===== config.mk =====
export PLATFORM = sky130hd
export DESIGN_NAME = microcore_flow_control
export DESIGN_NICKNAME = d
export VERILOG_FILES = /design/src/include/microcore_flow_control_pkg.sv /design/src/microcore_flow_control.sv
export VERILOG_INCLUDE_DIRS = /design/src /design/src/include
export SDC_FILE = /design/constraint.sdc
export NUM_CORES = 2
export LEC_CHECK = 0
export ABC_CLOCK_PERIOD_IN_PS = 3650
export BUFFER_PORTS_ARGS = -buffer_cell sky130_fd_sc_hd__buf_4
export CAP_MARGIN = 5
export CORE_MARGIN = 8
export CORE_UTILIZATION = 55
export DETAILED_ROUTE_END_ITERATION = 6
export HOLD_SLACK_MARGIN = 0.15
export PLACE_DENSITY = 0.75
export SYNTH_ARGS = -nofsm -noshare
export SYNTH_HDL_FRONTEND = slang
export SYNTH_SLANG_ARGS = --single-unit

===== constraint.sdc =====
create_clock -name clk_sys_i -period 3.65 [get_ports clk_sys_i]
set_input_delay 0.1825 -clock clk_sys_i [delete_from_list [all_inputs] [get_ports clk_sys_i]]
set_output_delay 0.1825 -clock clk_sys_i [all_outputs]
set_load 0.01 [all_outputs]

===== src/include/microcore_flow_control_map.svh =====
// Constants for the microcore program-flow block.
`ifndef MICROCORE_FLOW_CONTROL_MAP_SVH
`define MICROCORE_FLOW_CONTROL_MAP_SVH

// ****************************************
// Register offsets.
// ****************************************
`define OFS_DIAG_ERROR 10'h162
`define OFS_FAULT_STATE 10'h1d2
`define OFS_ENTRY_POINT 10'h300
`define OFS_FLOW_STATUS 10'h301

// ****************************************
// Reset values.
// ****************************************
`define RST_PC 10'h000
`define RST_ENTRY_POINT 10'h000
`define RST_WORD 16'h0000

// ****************************************
// Handler start addresses by level.
// ****************************************
`define VEC_DIAG 10'h3f0
`define VEC_DRV 10'h3f4
`define VEC_SW 10'h3f8

// ****************************************
// Register file slots and table size.
// ****************************************
`define REG_AUX 5'h09
`define REG_FAR_A 5'h0a
`define REG_FAR_B 5'h0b
`define REG_EOC_BASE 5'h10
`define WAIT_ENTRIES 5

// ****************************************
// Operand field positions.
// ****************************************
`define F_REL_HI 5
`define F_COND_LO 6
`define F_COND_HI 11
`define F_EN 12
`define F_IDX_LO 13
`define F_IRET_CLR 0
`define F_IRET_ENTRY 1

`endif


===== src/include/microcore_flow_control_pkg.sv =====
// Types for the microcore program-flow block.
package microcore_flow_control_pkg;

  typedef enum logic [4:0] {
    OP_NOP = 5'h00, OP_JCR = 5'h01, OP_JCF = 5'h02, OP_JMPR = 5'h03,
    OP_JMPF = 5'h04, OP_CWEF = 5'h05, OP_CWER = 5'h06, OP_WAIT = 5'h07,
    OP_REQI = 5'h08, OP_IRET = 5'h09, OP_CALLR = 5'h0a, OP_CALLF = 5'h0b,
    OP_RFS = 5'h0c, OP_LOAD = 5'h0d, OP_STORE = 5'h0e, OP_COPY = 5'h0f,
    OP_LDCA = 5'h10, OP_LDCD = 5'h11, OP_LDJRA = 5'h12, OP_LDJRB = 5'h13
  } op_type;

  typedef enum logic [1:0] {
    ST_RUN = 2'b01,
    ST_WAIT = 2'b10
  } state_type;

endpackage


===== src/microcore_flow_control.sv =====
// Program-flow control of one microcode sequencer core.
//
// The strobed register port was chosen for this implementation.
`timescale 1ns/1ps
`default_nettype none
`include "microcore_flow_control_map.svh"

// Behaviour
// RL1 - Three interrupt levels: diagnosis, driver, software.
// RL2 - Diagnosis and driver-fault registers raise interrupts.
// RL3 - Software interrupt instruction requests lowest level.
// RL4 - Taking interrupt saves program counter.
// RL5 - One level active; others queued unless cleared.
// RL6 - Return reloads saved address or entry point.
// RL7 - Resumed wait or jump sees saved feedback.
// RL8 - Return takes one cycle.
// RL9 - Conditional relative jump, 6-bit offset, else next.
// RL10 - Taken relative jump loads offset target.
// RL11 - Far jumps use unchanged 10-bit jump register.
// RL12 - Conditional far jump one cycle, loads register.
// RL13 - Unconditional relative jump in one cycle.
// RL14 - Unconditional far jump in one cycle.
// RL15 - Five wait entries: enable, condition, destination.
// RL16 - Wait destinations are physical addresses.
// RL17 - Entries written singly and persist after wait.
// RL18 - Wait holds counter until enabled condition met.
// RL19 - Table inactive after wait resolves.
// RL20 - Load, store and copy any register.
// RL21 - Two count-load instructions; one updates commands.
// RL22 - Jump-register loads; load group one cycle.
// RL23 - Call saves counter in auxiliary register.
// RL24 - Subroutine return restores auxiliary address.
// RL25 - Lowest satisfied wait entry wins.
// RL26 - Higher queued level dispatched first.
module microcore_flow_control
  import microcore_flow_control_pkg::*;
(
  // Clock and reset
  input wire logic clk_sys_i,
  input wire logic rst_i,
  // Instruction issue
  input wire logic op_valid_i,
  input wire op_type op_code_i,
  input wire logic [15:0] op_arg_i,
  input wire logic [63:0] cond_vec_i,
  input wire logic [15:0] ld_data_i,
  // Interrupt sources
  input wire logic [15:0] diag_set_i,
  input wire logic [15:0] fault_pin_i,
  // Register port
  input wire logic [9:0] reg_addr_i,
  input wire logic [15:0] reg_wdata_i,
  input wire logic reg_wr_i,
  input wire logic reg_rd_i,
  output logic [15:0] reg_rdata_o,
  // Flow and data outputs
  output logic [9:0] pc_o,
  output logic irq_active_o,
  output logic [9:0] dm_addr_o,
  output logic [15:0] dm_wdata_o,
  output logic dm_we_o,
  output logic [4:0] pdrv_cmd_o
);

  // ****************************************
  // Declarations.
  // ****************************************
  state_type state_r;
  logic [9:0] pc_r, iret_pc_r, entry_r, rel_tgt, far_tgt, pc_inc;
  logic [15:0] regs_r [0:31];
  logic [15:0] diag_r, fault_s1_r, fault_s2_r;
  logic diag_any_q, drv_any_q, in_irq_r, sv_wait_r, restore_r, take, exec;
  logic cnd, hit;
  logic [2:0] pend_r, req, hit_idx;
  logic [63:0] fbk_save_r, cond_now;
  // RL15 five table entries
  logic wt_en_r [0:`WAIT_ENTRIES-1];
  logic [5:0] wt_code_r [0:`WAIT_ENTRIES-1];
  logic [9:0] wt_dest_r [0:`WAIT_ENTRIES-1];
  logic [9:0] vec;

  function automatic logic [9:0] rel_target(input logic [9:0] pc,
                                            input logic [5:0] ofs);
    rel_target = pc + {{4{ofs[5]}}, ofs};
  endfunction

  // ****************************************
  // Decode.
  // ****************************************
  // RL7 feedback restored
  assign cond_now = restore_r ? fbk_save_r : cond_vec_i;
  assign cnd = cond_now[op_arg_i[`F_COND_HI:`F_COND_LO]];
  assign pc_inc = pc_r + 10'h001;
  assign rel_tgt = rel_target(pc_r, op_arg_i[`F_REL_HI:0]);
  // RL11 register selected
  assign far_tgt = op_arg_i[0] ? regs_r[`REG_FAR_B][9:0]
                               : regs_r[`REG_FAR_A][9:0];
  // RL5 one level only
  assign take = !in_irq_r && (pend_r != 3'b000);
  assign exec = op_valid_i && !take && (state_r == ST_RUN);
  // RL26 priority dispatch
  assign vec = pend_r[0] ? `VEC_DIAG : (pend_r[1] ? `VEC_DRV : `VEC_SW);

  // RL25 lowest entry wins
  always_comb begin
    hit = 1'b0;
    hit_idx = 3'h0;
    for (int i = `WAIT_ENTRIES - 1; i >= 0; i--) begin
      if (wt_en_r[i] && cond_now[wt_code_r[i]]) begin
        hit = 1'b1;
        hit_idx = 3'(i);
      end
    end
  end

  // ****************************************
  // Interrupt sources.
  // ****************************************
  always_ff @(posedge clk_sys_i) begin
    if (rst_i) begin
      fault_s1_r <= `RST_WORD;
      fault_s2_r <= `RST_WORD;
    end else begin
      fault_s1_r <= fault_pin_i;
      fault_s2_r <= fault_s1_r;
    end
  end

  // RL2 diagnosis register
  always_ff @(posedge clk_sys_i) begin
    if (rst_i) begin
      diag_r <= `RST_WORD;
    end else if (reg_wr_i && reg_addr_i == `OFS_DIAG_ERROR) begin
      diag_r <= reg_wdata_i | diag_set_i;
    end else begin
      diag_r <= diag_r | diag_set_i;
    end
  end

  // RL1 RL3 three request levels
  // RL2 rising request edges
  assign req = {exec && op_code_i == OP_REQI,
                (|fault_s2_r) && !drv_any_q,
                (|diag_r) && !diag_any_q};

  // RL5 queued requests
  always_ff @(posedge clk_sys_i) begin
    if (rst_i) begin
      diag_any_q <= 1'b0;
      drv_any_q <= 1'b0;
      pend_r <= 3'b000;
    end else begin
      diag_any_q <= |diag_r;
      drv_any_q <= |fault_s2_r;
      if (exec && op_code_i == OP_IRET && op_arg_i[`F_IRET_CLR]) begin
        pend_r <= req;
      end else if (take) begin
        pend_r <= (pend_r & ~(pend_r & ~(pend_r - 3'b001))) | req;
      end else begin
        pend_r <= pend_r | req;
      end
    end
  end

  // ****************************************
  // Program counter and sequencing.
  // ****************************************
  always_ff @(posedge clk_sys_i) begin
    if (rst_i) begin
      pc_r <= `RST_PC;
      state_r <= ST_RUN;
      in_irq_r <= 1'b0;
      iret_pc_r <= `RST_PC;
      sv_wait_r <= 1'b0;
      restore_r <= 1'b0;
      fbk_save_r <= 64'h0;
    end else begin
      restore_r <= 1'b0;
      if (take) begin
        // RL4 save counter
        in_irq_r <= 1'b1;
        iret_pc_r <= pc_r;
        sv_wait_r <= (state_r == ST_WAIT);
        fbk_save_r <= cond_vec_i;
        pc_r <= vec;
        state_r <= ST_RUN;
      end else if (state_r == ST_WAIT) begin
        // RL18 hold then jump
        if (hit) begin
          pc_r <= wt_dest_r[hit_idx];
          state_r <= ST_RUN;
        end
      end else if (exec) begin
        case (op_code_i)
          // RL10 relative taken
          OP_JCR, OP_CALLR: pc_r <= cnd ? rel_tgt : pc_inc;
          // RL12 far conditional
          OP_JCF, OP_CALLF: pc_r <= cnd ? far_tgt : pc_inc;
          // RL13 unconditional relative
          OP_JMPR: pc_r <= rel_tgt;
          // RL14 unconditional far
          OP_JMPF: pc_r <= far_tgt;
          OP_WAIT: state_r <= ST_WAIT;
          // RL6 RL8 one-cycle return
          OP_IRET: begin
            in_irq_r <= 1'b0;
            pc_r <= op_arg_i[`F_IRET_ENTRY] ? entry_r : iret_pc_r;
            state_r <= sv_wait_r ? ST_WAIT : ST_RUN;
            restore_r <= 1'b1;
          end
          // RL24 subroutine return
          OP_RFS: pc_r <= regs_r[`REG_AUX][9:0];
          default: pc_r <= pc_inc;
        endcase
      end
    end
  end

  // ****************************************
  // Wait table.
  // ****************************************
  // RL17 entries written singly
  always_ff @(posedge clk_sys_i) begin
    if (rst_i) begin
      for (int i = 0; i < `WAIT_ENTRIES; i++) begin
        wt_en_r[i] <= 1'b0;
        wt_code_r[i] <= 6'h00;
        wt_dest_r[i] <= `RST_PC;
      end
    end else if (exec && (op_code_i == OP_CWEF || op_code_i == OP_CWER)
                 && op_arg_i[15:`F_IDX_LO] < 3'(`WAIT_ENTRIES)) begin
      wt_en_r[op_arg_i[15:`F_IDX_LO]] <= op_arg_i[`F_EN];
      wt_code_r[op_arg_i[15:`F_IDX_LO]] <=
        op_arg_i[`F_COND_HI:`F_COND_LO];
      // RL16 physical destination
      wt_dest_r[op_arg_i[15:`F_IDX_LO]] <=
        (op_code_i == OP_CWEF) ? far_tgt : rel_tgt;
    end
  end

  // ****************************************
  // Register file and load group.
  // ****************************************
  always_ff @(posedge clk_sys_i) begin
    if (rst_i) begin
      for (int i = 0; i < 32; i++) begin
        regs_r[i] <= `RST_WORD;
      end
    end else if (exec) begin
      case (op_code_i)
        // RL20 load and copy
        OP_LOAD: regs_r[op_arg_i[4:0]] <= ld_data_i;
        OP_COPY: regs_r[op_arg_i[4:0]] <= regs_r[op_arg_i[9:5]];
        // RL21 count registers
        OP_LDCA, OP_LDCD:
          regs_r[`REG_EOC_BASE + {3'h0, op_arg_i[1:0]}] <=
            regs_r[op_arg_i[6:2]];
        // RL22 jump registers
        OP_LDJRA: regs_r[`REG_FAR_A] <= {6'h00, op_arg_i[9:0]};
        OP_LDJRB: regs_r[`REG_FAR_B] <= {6'h00, op_arg_i[9:0]};
        // RL23 save return
        OP_CALLR, OP_CALLF: begin
          if (cnd) begin
            regs_r[`REG_AUX] <= {6'h00, pc_inc};
          end
        end
        default: ;
      endcase
    end
  end

  // RL20 store and commands
  always_ff @(posedge clk_sys_i) begin
    if (rst_i) begin
      dm_addr_o <= 10'h000;
      dm_wdata_o <= `RST_WORD;
      dm_we_o <= 1'b0;
      pdrv_cmd_o <= 5'h00;
    end else begin
      dm_we_o <= exec && op_code_i == OP_STORE;
      if (exec && op_code_i == OP_STORE) begin
        dm_addr_o <= op_arg_i[15:6];
        dm_wdata_o <= regs_r[op_arg_i[4:0]];
      end
      // RL21 command update
      if (exec && op_code_i == OP_LDCA) begin
        pdrv_cmd_o <= op_arg_i[11:7];
      end
    end
  end

  // ****************************************
  // Register port.
  // ****************************************
  always_ff @(posedge clk_sys_i) begin
    if (rst_i) begin
      entry_r <= `RST_ENTRY_POINT;
      reg_rdata_o <= `RST_WORD;
    end else begin
      if (reg_wr_i && reg_addr_i == `OFS_ENTRY_POINT) begin
        entry_r <= reg_wdata_i[9:0];
      end
      if (reg_rd_i) begin
        case (reg_addr_i)
          `OFS_DIAG_ERROR: reg_rdata_o <= diag_r;
          `OFS_FAULT_STATE: reg_rdata_o <= fault_s2_r;
          `OFS_ENTRY_POINT: reg_rdata_o <= {6'h00, entry_r};
          `OFS_FLOW_STATUS:
            reg_rdata_o <= {10'h000, pend_r, sv_wait_r,
                            state_r == ST_WAIT, in_irq_r};
          default: reg_rdata_o <= `RST_WORD;
        endcase
      end
    end
  end

  assign pc_o = pc_r;
  assign irq_active_o = in_irq_r;
endmodule
`default_nettype wire


==> results by group <==
Logic synthesis
  – Synth warnings: 0
  – Count of cell types in the netlist: 87
  – Synth Area in Compound Gates: 7.35%
  – Largest family of logic cells by synthesized area: multiplexers
  – Synth Area per Inst: 12.4 µm²
  – Yosys reg bits: 801
  – Synth top area cells: edfxtp_1 36%, mux4_2 27%, dfxtp_1 8.1%
  – Seq/Total Area, Yosys: 44.5%
  – Number of synthesized flops with an enable pin: 601
  – Mux contribution to synthesized area: 31.9%
  – Xor and xnor area share after synthesis: 0.318%
  – Post-synth ARST share: 0%
  – Primary FF master, synth: edfxtp_1
  – Post-synthesis adder-cell area fraction: 0.293%
  – Leading area contributor after synthesis: edfxtp_1
  – Post-Synth Simple-Gate Area: 11.9%
  – Commonest cells in the netlist: 702 x nor2_1, 601 x edfxtp_1, 594 x mux4_2
  – Syn Std Cell Area: 49,500 µm²
  – Area share of the largest cell type after synthesis: 36.5%
  – Top-count cell post-synth: nor2_1
  – Gate Count Post-Synth: 4,004

Critical path
  – Family with the most delay on the worst path: compound AO/OA/AOI/OAI gates
  – CP startpoint kind: flop
  – Arrival time of the worst setup path: 4180 ps
  – CP max-delay cell: mux4_2
  – CP Capture Type: flop
  – Worst r2r src: wt_code_r[0][1]
  – Worst EP required: 4250 ps
  – Max incr delay on CP: 530 ps
  – Worst reg-to-reg path cell count: 14
  – Crit-path cells: buf_12 -> mux4_2 -> mux2i_1 -> a211oi_1 -> o32ai_2 -> buf_4 -> o32a_2 -> o211ai_1 -> buf_4 -> clkbuf_16 -> mux2i_1 -> a221oi_1 -> a21oi_1 -> o2bb2ai_1
  – Critical path class: reg -> reg
  – Crit Path Max Fanout: 30
  – Buf/Inv on CP: 4
  – Reg2Reg Setup Slack: 80 ps
  – Worst r2r dst: pc_o[5]

Power
  – P_leak: 21.6 nW
  – Peak supply drop: 0.463 mV
  – Power Density: 410 nW/µm²

STA
  – Setup ws final: 78.6 ps
  – RSZ-0062 raised after global routing: yes
  – Actual slew at the worst max-slew pin: 1160 ps
  – Fmax achieved: 280 MHz
  – Setup Viol. Count Final: 0
  – Setup TNS: 0 ps
  – Slew margin rel.: 22.1%
  – Crit share post-route: 97.8%
  – Post-Route Skew: 48.4 ps
  – Period minus WS final: 3570 ps
  – Slew Viols, Final: 0
  – Final hold vios: 0

Place
  – HPWL after DPL: 124,000 µm
  – Pre-CTS setup slack: -117 ps
  – PortBufs: 222
  – Routability cong.: 1.02

Outcome
  – Status: complete, but fails checks
  – Failing checks: DRC

Flow run
  – Max-cap violations: 0

Min path
  – Hold Path Sink: reg_rdata_o[13]
  – Hold_sp: reg_addr_i[5]
  – Worst Hold Class: in -> reg
  – Worst Hold Depth: 5

Floorplan
  – Die H: 316 µm
  – IO Count: 223
  – Die width: 316 µm
  – Core ar.: 89,600 µm²
  – Starting Density: 55.3%
  – Total die area: 99,900 µm²
  – # rows: 110

Clocking
  – CTS clock-pin slew for the worst setup and hold paths: 60 ps
  – Worst skew pair latency: 700 ps
  – CTS tree: done
  – CTS root buf: clkbuf_16
  – Clock Sinks: 801
  – H-Tree Depth: 3
  – TritonCTS buffer count: 87
  – CTS Buffer Depth: 3

Route
  – Routed via count: 41,550
  – Number of vias per cell: 7.28
  – Initial DRC count: 6,721
  – WL/cell: 32.8 µm
  – Post-route antenna net violation count: 0
  – Drc violations: 87
  – Pre-Repair DR Iteration Count: 7
  – Final wirelength: 187,000 µm

Global routing
  – GR Layer Usage met2: 58.3%
  – Met3 Track Usage GR: 9.35%
  – Global-route wire length before repair: 269,000 µm
  – Gr usage total: 36.6%
  – Initial antenna violation count: 11
  – GR Util met1: 42.5%
  – Largest net degree at the start of global routing: 181
  – GRT Max-Usage Layer: met2
  – Vias in the first global route: 40,643
  – Total congestion overflow: 0

Layout
  – Layout cells sized above 1: 30.8%
  – Area Overhead vs Synth: 19.6%
  – Layout net count: 4,625
  – FILL cells: 6,285
==> per-stage QoR <==
stage / hold slack, ps / utilization [%] / cells / power [mW] / cell area, µm²
floorplan: 311 / - / 4007 / 13.1 / 49500
global route: 212 / 66.1 / 5700 / 24.8 / 59200
CTS: 165 / 65.7 / 5672 / 24.1 / 58800
global placement: 394 / 60.5 / 5344 / 14.8 / 54200
detailed placement: 400 / 60.5 / 5344 / 14.8 / 54200
finish: 214 / 66.1 / 5704 / 24.3 / 59200
==> repair_timing <==
| item | 4_1_cts | 5_1_grt |
|---|---|---|
| gates resized for setup | 3 | 20 |
| setup endpoints to repair | 10 | 502 |
| endpoints found under the hold margin | 183 | 0 |
| gates cloned | 1 | 3 |
| setup buffers | 2 | 24 |
| hold buffers | 163 | 0 |
| pin swaps | 1 | 17 |
==> worst register-to-register path: cells and delay by family, from the launching register on <==
family / cells / cell delay [ps]
buf+inv: 4 / 790
flops: 1 / 400
compound gates: 7 / 1360
mux: 3 / 960
==> where the power goes <==
group          internal (mW)  switching (mW)  total, mW
combinational           1.99            2.46       4.44
sequential              10.2           0.421       10.6
clock                   5.32            3.95       9.27
total                   17.5            6.83       24.3
==> final cells by class <==
type	count	area [µm²]	share of cell area [%]
Tap cell	1176	1470	2.49
Clock inverter	45	561	0.947
Sequential cell	801	22100	37.3
Antenna cell	5	12.5	0.0211
Timing Repair Buffer	731	6690	11.3
Multi-Input combinational cell	2785	25800	43.6
Clock buffer	117	2400	4.06
Inverter	44	165	0.279
==> how the worst max path moves through the flow <==
stage                    startpoint            end  cells past startpoint
finish              wt_code_r[0][1]        pc_o[5]                     14
global route        wt_code_r[3][1]        pc_o[8]                     16
CTS                 wt_code_r[0][1]        pc_o[5]                     13
detailed placement  wt_code_r[0][1]        pc_o[5]                     13
global placement    wt_code_r[0][1]        pc_o[8]                     13
floorplan               op_arg_i[6]  regs_r[9][10]                     12
==> cell usage in the layout (no fill, tap or decap), types with 92 or more instances in the layout <==
cell type,count
mux2i_1,180
dfxtp_1,199
a21oi_1,215
nor2_1,698
clkbuf_16,92
edfxtp_1,601
nand2_1,339
buf_4,502
dlygate4sd3_1,163
mux4_2,594
==> logic make-up (layout without fill, tap and decap cells) <==
family | after synthesis | after routing
AO/OA/AOI/OAI | 567 | 567
other | 1 | 9
multiplexers | 823 | 823
buffers and inverters | 421 | 937
XOR/XNOR | 18 | 18
flip-flops | 801 | 801
AND/OR/NAND/NOR | 1362 | 1362
adder cells (fa/ha/maj) | 11 | 11
==> state kept, by name, summed over array words and instances (netlist names), 16 cells and up <==
register     flops
wt_code_r       30
fault_s2_r      16
fbk_save_r      64
diag_r          16
fault_s1_r      16
regs_r         512
dm_wdata_o      16
reg_rdata_o     16
wt_dest_r       54
==> metal layers <==
| layer | wire length, µm | share of wire (%) |
|---|---|---|
| met1 | 58100 | 31 |
| met2 | 87000 | 46 |
| met3 | 24200 | 13 |
| met4 | 18000 | 9.6 |
| met5 | 38 | 0.020 |
Power figures use the tool's default switching activity.
